==> src/endian_adapter_pkg.sv <==
// shared types and constants of the byte lane and byte order adapter
// assumes a 32-bit little-endian lane interconnect on the slave side
package endian_adapter_pkg;

   localparam int BYTE_W = 8;
   localparam int WORD_BYTES = 4;
   localparam int WORD_W = BYTE_W * WORD_BYTES;
   localparam int HALF_W = WORD_W / 2;
   localparam int OFF_W = 2;
   localparam int LAST_BYTE = WORD_BYTES - 1;

   localparam logic [WORD_BYTES-1:0] BE_NONE = 4'h0;
   localparam logic [WORD_BYTES-1:0] BE_ONE = 4'h1;
   localparam logic [WORD_BYTES-1:0] BE_TWO = 4'h3;
   localparam logic [WORD_BYTES-1:0] BE_HIGH_HALF = 4'hc;
   localparam logic [WORD_BYTES-1:0] BE_ALL = 4'hf;
   localparam logic [WORD_W-1:0] WORD_ZERO = 32'h0;
   localparam logic [HALF_W-1:0] HALF_ZERO = 16'h0;
   localparam logic [BYTE_W-1:0] BYTE_ONES = 8'hff;
   localparam logic [OFF_W-1:0] OFF_ZERO = 2'h0;
   localparam logic [OFF_W-1:0] HALF_STEP = 2'h1;

   typedef enum logic [1:0] {
      SIZE_8 = 2'b00,
      SIZE_16 = 2'b01,
      SIZE_32 = 2'b10
   } size_e;

   typedef enum logic [1:0] {
      SWAP_PASS = 2'b00,
      SWAP_16 = 2'b01,
      SWAP_32 = 2'b10,
      SWAP_PAIR16 = 2'b11
   } swap_e;

   typedef struct packed {
      logic req;
      logic write;
      size_e size;
      logic [OFF_W-1:0] offset;
      swap_e mode;
      logic [WORD_W-1:0] wdata;
   } cmd_s;

   // expands byte enables to a bit mask over the data lanes
   function automatic logic [WORD_W-1:0] lane_mask(
      input logic [WORD_BYTES-1:0] be
   );
      logic [WORD_W-1:0] m;
      m = WORD_ZERO;
      for (int k = 0; k < WORD_BYTES; k++) begin
         if (be[k]) begin
            m[k*BYTE_W +: BYTE_W] = BYTE_ONES;
         end
      end
      return m;
   endfunction

endpackage

==> src/byte_lane_endian_adapter.sv <==
// lane placement and byte order correction between a big-endian
// byte-invariant master and a little-endian lane interconnect
// assumes one outstanding read at a time and aligned requests
//
// Functional notes
// - byte writes enable and fill only the lane of their offset
// - halfword enables 0011 or 1100, word 1111; top byte lowest lane
// - slave lanes ascend, byte offset zero on data bits 7:0
// - a 16-bit value with foreign ordering has its two bytes exchanged
// - packed pair of 16-bit values swaps each half on its own
// - a 32-bit value with foreign ordering has all four bytes reversed
// - same ordering on both ends passes data without any exchange
// - 16-bit reads from little-endian slaves are corrected before use
// - reordering width follows the value, neighbours stay untouched
`timescale 1ns/100ps
`default_nettype none

module byte_lane_endian_adapter
   import endian_adapter_pkg::*;
(
   input wire logic CLK_I,
   input wire logic RESET_I,
   input wire logic CE_I,
   input wire cmd_s M_CMD_I,
   input wire logic [WORD_W-1:0] S_RDATA_I,
   input wire logic S_RVALID_I,
   output logic S_REQ_O,
   output logic S_WRITE_O,
   output logic [WORD_BYTES-1:0] S_BYTEEN_O,
   output logic [WORD_W-1:0] S_WDATA_O,
   output logic [WORD_W-1:0] M_RDATA_O,
   output logic M_RVALID_O
);

   logic s_req_q, s_req_d;
   logic s_write_q, s_write_d;
   logic [WORD_BYTES-1:0] s_be_q, s_be_d;
   logic [WORD_W-1:0] s_wdata_q, s_wdata_d;
   logic [WORD_W-1:0] m_rdata_q, m_rdata_d;
   logic m_rvalid_q, m_rvalid_d;
   size_e rd_size_q, rd_size_d;
   logic [OFF_W-1:0] rd_off_q, rd_off_d;
   swap_e rd_mode_q, rd_mode_d;

   logic [WORD_W-1:0] wr_value;
   logic [WORD_W-1:0] rd_raw;
   logic [WORD_W-1:0] rd_value;
   logic [OFF_W-1:0] wr_base;
   logic [OFF_W-1:0] rd_base;

   // write value is reordered first, then placed on the lanes
   byte_order_swap u_wr_swap (
      .size_i(M_CMD_I.size),
      .mode_i(M_CMD_I.mode),
      .data_i(M_CMD_I.wdata),
      .data_o(wr_value)
   );

   // read value is gathered from the lanes, then reordered
   byte_order_swap u_rd_swap (
      .size_i(rd_size_q),
      .mode_i(rd_mode_q),
      .data_i(rd_raw),
      .data_o(rd_value)
   );

   // request path: lane placement and byte enables
   always_comb begin
      s_req_d = M_CMD_I.req;
      s_write_d = M_CMD_I.write;
      s_be_d = BE_NONE;
      s_wdata_d = WORD_ZERO;
      wr_base = M_CMD_I.offset & ~HALF_STEP;
      if (M_CMD_I.req) begin
         unique case (M_CMD_I.size)
            SIZE_8: begin
               s_be_d = BE_ONE << M_CMD_I.offset;
               s_wdata_d[M_CMD_I.offset*BYTE_W +: BYTE_W] =
                  wr_value[BYTE_W-1:0];
            end
            SIZE_16: begin
               // most significant byte on the lower lane
               s_be_d = BE_TWO << wr_base;
               s_wdata_d[wr_base*BYTE_W +: BYTE_W] =
                  wr_value[BYTE_W +: BYTE_W];
               s_wdata_d[(wr_base+HALF_STEP)*BYTE_W +: BYTE_W] =
                  wr_value[BYTE_W-1:0];
            end
            default: begin
               s_be_d = BE_ALL;
               for (int k = 0; k < WORD_BYTES; k++) begin
                  s_wdata_d[k*BYTE_W +: BYTE_W] =
                     wr_value[(LAST_BYTE-k)*BYTE_W +: BYTE_W];
               end
            end
         endcase
         if (!M_CMD_I.write) begin
            s_wdata_d = WORD_ZERO;
         end
      end
   end

   // attributes of the pending read, kept until its data returns
   always_comb begin
      rd_size_d = rd_size_q;
      rd_off_d = rd_off_q;
      rd_mode_d = rd_mode_q;
      if (M_CMD_I.req && !M_CMD_I.write) begin
         rd_size_d = M_CMD_I.size;
         rd_off_d = M_CMD_I.offset;
         rd_mode_d = M_CMD_I.mode;
      end
   end

   // gather read bytes; lane k holds byte offset k
   always_comb begin
      rd_raw = WORD_ZERO;
      rd_base = rd_off_q & ~HALF_STEP;
      unique case (rd_size_q)
         SIZE_8: begin
            rd_raw[BYTE_W-1:0] =
               S_RDATA_I[rd_off_q*BYTE_W +: BYTE_W];
         end
         SIZE_16: begin
            rd_raw[BYTE_W +: BYTE_W] =
               S_RDATA_I[rd_base*BYTE_W +: BYTE_W];
            rd_raw[BYTE_W-1:0] =
               S_RDATA_I[(rd_base+HALF_STEP)*BYTE_W +: BYTE_W];
         end
         default: begin
            for (int k = 0; k < WORD_BYTES; k++) begin
               rd_raw[(LAST_BYTE-k)*BYTE_W +: BYTE_W] =
                  S_RDATA_I[k*BYTE_W +: BYTE_W];
            end
         end
      endcase
   end

   always_comb begin
      m_rvalid_d = S_RVALID_I;
      m_rdata_d = m_rdata_q;
      if (S_RVALID_I) begin
         m_rdata_d = rd_value;
      end
   end

   always_ff @(posedge CLK_I or posedge RESET_I) begin
      if (RESET_I) begin
         s_req_q <= 1'b0;
         s_write_q <= 1'b0;
         s_be_q <= BE_NONE;
         s_wdata_q <= WORD_ZERO;
         m_rdata_q <= WORD_ZERO;
         m_rvalid_q <= 1'b0;
         rd_size_q <= SIZE_8;
         rd_off_q <= OFF_ZERO;
         rd_mode_q <= SWAP_PASS;
      end else if (CE_I) begin
         s_req_q <= s_req_d;
         s_write_q <= s_write_d;
         s_be_q <= s_be_d;
         s_wdata_q <= s_wdata_d;
         m_rdata_q <= m_rdata_d;
         m_rvalid_q <= m_rvalid_d;
         rd_size_q <= rd_size_d;
         rd_off_q <= rd_off_d;
         rd_mode_q <= rd_mode_d;
      end
   end

   assign S_REQ_O = s_req_q;
   assign S_WRITE_O = s_write_q;
   assign S_BYTEEN_O = s_be_q;
   assign S_WDATA_O = s_wdata_q;
   assign M_RDATA_O = m_rdata_q;
   assign M_RVALID_O = m_rvalid_q;

   logic wr_go;
   assign wr_go = CE_I && M_CMD_I.req && M_CMD_I.write;
endmodule

`default_nettype wire

==> src/byte_order_swap.sv <==
// byte reordering of one right-justified arithmetic value
// assumes size and mode are stable while the result is used
`timescale 1ns/100ps
`default_nettype none

module byte_order_swap
   import endian_adapter_pkg::*;
(
   input wire size_e size_i,
   input wire swap_e mode_i,
   input wire logic [WORD_W-1:0] data_i,
   output logic [WORD_W-1:0] data_o
);

   logic [OFF_W-1:0] src;

   always_comb begin
      data_o = WORD_ZERO;
      src = OFF_ZERO;
      for (int k = 0; k < WORD_BYTES; k++) begin
         src = OFF_W'(k);
         if (size_i != SIZE_8) begin
            unique case (mode_i)
               SWAP_PASS: begin
                  src = OFF_W'(k);
               end
               SWAP_16, SWAP_PAIR16: begin
                  src = OFF_W'(k) ^ HALF_STEP;
               end
               SWAP_32: begin
                  // a 16-bit value only ever swaps within itself
                  if (size_i == SIZE_16) begin
                     src = OFF_W'(k) ^ HALF_STEP;
                  end else begin
                     src = OFF_W'(LAST_BYTE - k);
                  end
               end
            endcase
         end
         data_o[k*BYTE_W +: BYTE_W] = data_i[src*BYTE_W +: BYTE_W];
      end
   end

endmodule

`default_nettype wire

==> config.mk <==
export PLATFORM = sky130hd
export DESIGN_NAME = byte_lane_endian_adapter
export DESIGN_NICKNAME = d
export VERILOG_FILES = /design/src/endian_adapter_pkg.sv /design/src/byte_lane_endian_adapter.sv /design/src/byte_order_swap.sv
export SDC_FILE = /design/constraint.sdc
export NUM_CORES = 1
export LEC_CHECK = 0
export ABC_AREA = 1
export BUFFER_PORTS_ARGS = -buffer_cell sky130_fd_sc_hd__buf_4
export CORE_ASPECT_RATIO = 1.2
export CORE_MARGIN = 2
export CORE_UTILIZATION = 55
export DETAILED_ROUTE_END_ITERATION = 6
export PLACE_DENSITY = 0.82
export SLEW_MARGIN = 20
export SYNTH_ARGS = -nofsm -noshare
export SYNTH_HDL_FRONTEND = slang
export SYNTH_SLANG_ARGS = --single-unit
==> constraint.sdc <==
create_clock -name CLK_I -period 4.5 [get_ports CLK_I]
set_input_delay 0.675 -clock CLK_I [delete_from_list [all_inputs] [get_ports CLK_I]]
set_output_delay 0.675 -clock CLK_I [all_outputs]
set_load 0.05 [all_outputs]
==> out/metrics.yaml <==
floorplanning:
  initial_core_util_pct: 56.5
  die_w_um: 98.8
  die_area_mm2: 0.0116
  num_io_pins: 147
  rows: 41
  core_mm2: 0.0105
  die_h_um: 118
routing:
  dr.pass1.iters: 5
  highest-signal-layer: "met4"
  routed_wl_um: 18300
  drt.antenna.violating_nets: 0
  wl_met3_um: 1200
  via_count: 6911
  via_per_inst: 5.69
  drc: 0
  drt_first_iter_violations: 523
  wl_met1_um: 6860
  wl_per_cell_um: 15.1
  wl_met2_um: 9320
logic_synthesis:
  synth_edf_count: 0
  synth-main-ff-cell: "dfrtp_1"
  synth_warnings: 0
  synthCells: 976
  async_flop_share_pct: 100
  synth_area_per_cell_um2: 6.08
  synth_nets: 1057
  ys_seq_area_share_pct: 32.5
  synth_area_mm2: 0.00594
  yosys.cell_types.count: 29
  ys_seq_elements: 77
worst_setup_path:
  crit_type: "in -> reg"
  cp_slowest_stage_delay_ns: 0.63
  critical_path.max_fanout: 25
  cp-start-kind: "primary input"
  slowest_stage: "clkinv_1"
  crit_arrival_ns: 2.97
  path_cells: "buf_4 -> inv_1 -> ha_1 -> clkinv_1 -> nor2_1 -> nand2_1 -> nor3_2 -> nand2_1 -> nand3_1 -> nand2_1 -> nand2_1"
  crit_required_ns: 4.79
  crit_top_cell: "nand2_1"
  critPathCaptureType: "register"
timing:
  rsz0062_at_grt: "no"
  relSlewSlack_pct: 43.1
  finalWorstSetupSlack_ns: 1.82
  tightest_slew_ns: 0.852
  fin_crit_ns: 2.68
  maxSlewViolCount: 0
  period_share_pct: 59.5
  setup_viol: 0
  finalHoldViolCount: 0
  fin_tns_setup_ns: 0
  fmax_ghz: 0.374
  skew_ns: 0.00608
cells_and_area:
  area_growth_syn_to_layout_pct: 21.9
  diodes: 0
  nFillCells: 957
  final_core_util_pct: 68.8
  drive_above_1_share_pct: 17.3
  final_nets: 1161
power_and_ir_drop:
  vdd_drop_max_uv: 187
  leakage_nw: 3.97
  p_per_area_mw_per_mm2: 385
cts:
  cts_setup_buffers: 0
  cts_tree: "yes"
  clk_pin_slew_ns: 0.07
  worstSkewPairLatency_ns: 0.35
  ctsLongestPathBuffers: 2
  h-tree-depth: 3
  post_cts_resized: 0
  cts-root-buf: "clkbuf_16"
  cts_hold_buf: 0
  cts_buffers: 9
  cts.sinks: 77
place:
  dp_hpwl_um: 13000
  portBuffers: 146
  place.gp.congestion: 0.913
  place_ws_ns: 1.55
run:
  cap_violations: 0
global_route:
  antenna_found_initial: 0
  grt_pass1_vias: 6483
  overflow: 0
  grtUsageTotal_pct: 32.1
  grt_pass1_wl_um: 30700
  grt_start_max_net_pins: 65
worst_hold_path:
  worstHoldPathType: "in -> async"
run_status:
  status: "complete, no violations"
## sequential cells by signal, indices dropped and copies added, names as in the netlist
register	count
S_REQ_O	1
M_RDATA_O	32
rd_size_q	2
S_BYTEEN_O	4
rd_mode_q	2
rd_off_q	2
S_WRITE_O	1
M_RVALID_O	1
S_WDATA_O	32
## logic make-up (layout without fill, tap and decap cells)
family / count (synthesis) / in the layout / synth area share, %
simple gates: 640 / 640 / 45.6
compound gates: 128 / 128 / 11.7
buf+inv: 126 / 235 / 9.23
flops: 77 / 77 / 32.5
fa+ha+maj: 5 / 5 / 1.05
## stage by stage
stage	cells	total power [mW]	cell area, um2	hold slack [ns]
detailed placement	1198	2.07	6950	0.461
finish	1214	2.79	7240	0.480
global route	1214	2.94	7240	0.503
CTS	1214	2.78	7230	0.478
global placement	1198	2.05	6950	0.455
floorplan	976	1.73	5940	0.475
## final timing paths
kind,startpoint,to,slack (ns),depth (start not counted)
worst max-delay path,M_CMD_I[34],S_WDATA_O[7]$_DFFE_PP0P_,1.82,11
worst min-delay path,RESET_I,M_RVALID_O$_DFFE_PP0P_,0.48,2
worst max register to register,rd_size_q[1]$_DFFE_PP0P_,M_RDATA_O[23]$_DFFE_PP0P_,2.12,6
worst min register to register,M_RDATA_O[16]$_DFFE_PP0P_,M_RDATA_O[16]$_DFFE_PP0P_,0.48,2
max in group asynchronous,RESET_I,S_WDATA_O[12]$_DFFE_PP0P_,3.13,3
min in group CLK_I,M_RDATA_O[16]$_DFFE_PP0P_,M_RDATA_O[16]$_DFFE_PP0P_,0.48,2
## report_power, final
group	total (mW)	leakage [nW]	internal [mW]	switching (mW)
Sequential	0.876	1.01	0.799	0.0764
Clock	0.717	0.134	0.382	0.335
Combinational	1.19	2.82	0.354	0.840
## layout make-up
type	instances	area [um2]	area share (%)
tap	129	161	2.23
timing repair buffer	153	1150	15.9
sequential	77	1930	26.6
clock buffer	9	225	3.11
multi-input combinational	773	3470	47.9
clock inverter	7	57.6	0.795
inverter	66	249	3.44
## routing by layer
metal	global-route usage (%)	vias up
li1	-	3382
met1	37.3	3124
met2	56.6	326
met3	4.63	79
met4	16.3	0
met5	0	-
## synthesized netlist by cell type, types with 2 or more instances
cell type	count	area [um2]
nand2_1	429	1610
nand3_1	141	706
o21ai_0	85	425
dfrtp_1	77	1930
inv_1	58	218
nor2_1	34	128
clkbuf_1	27	101
buf_2	21	105
nand4_1	18	113
o21ai_1	13	65.1
a31oi_1	8	50.1
nand3b_1	8	60.1
o211ai_1	8	60.1
a22oi_1	7	52.6
inv_2	7	26.3
a21oi_1	5	25.0
buf_6	5	56.3
ha_1	5	62.6
buf_1	4	15.0
buf_4	3	22.5
nor2_2	3	18.8
nand2_4	2	22.5
nor3_2	2	20.0
## worst max-delay path: cells and delay by family
| kind | cells | cell delay, ns |
|---|---|---|
| adders and majority gates | 1 | 0.19 |
| and+or+nand+nor | 7 | 1.12 |
| buffers and inverters | 3 | 0.99 |
## layout by cell type, fill, tap and decap left out, types with 2 or more instances in the layout
cell          n
a22oi_1       7
clkinv_2      2
clkinvlp_4    2
o21ai_0      85
nand3b_1      8
dfrtp_1      77
clkbuf_16     9
nand2_1     429
ha_1          5
a31oi_1       8
nor2_2        4
inv_2         7
inv_1        57
nand3_1     141
buf_4       153
nor2_1       33
nand4_1      18
o21ai_1      13
o211ai_1      8
a21oi_1       5
nand2_4       2
inv_6         2
No activity file was read; power rests on OpenSTA's default activity.
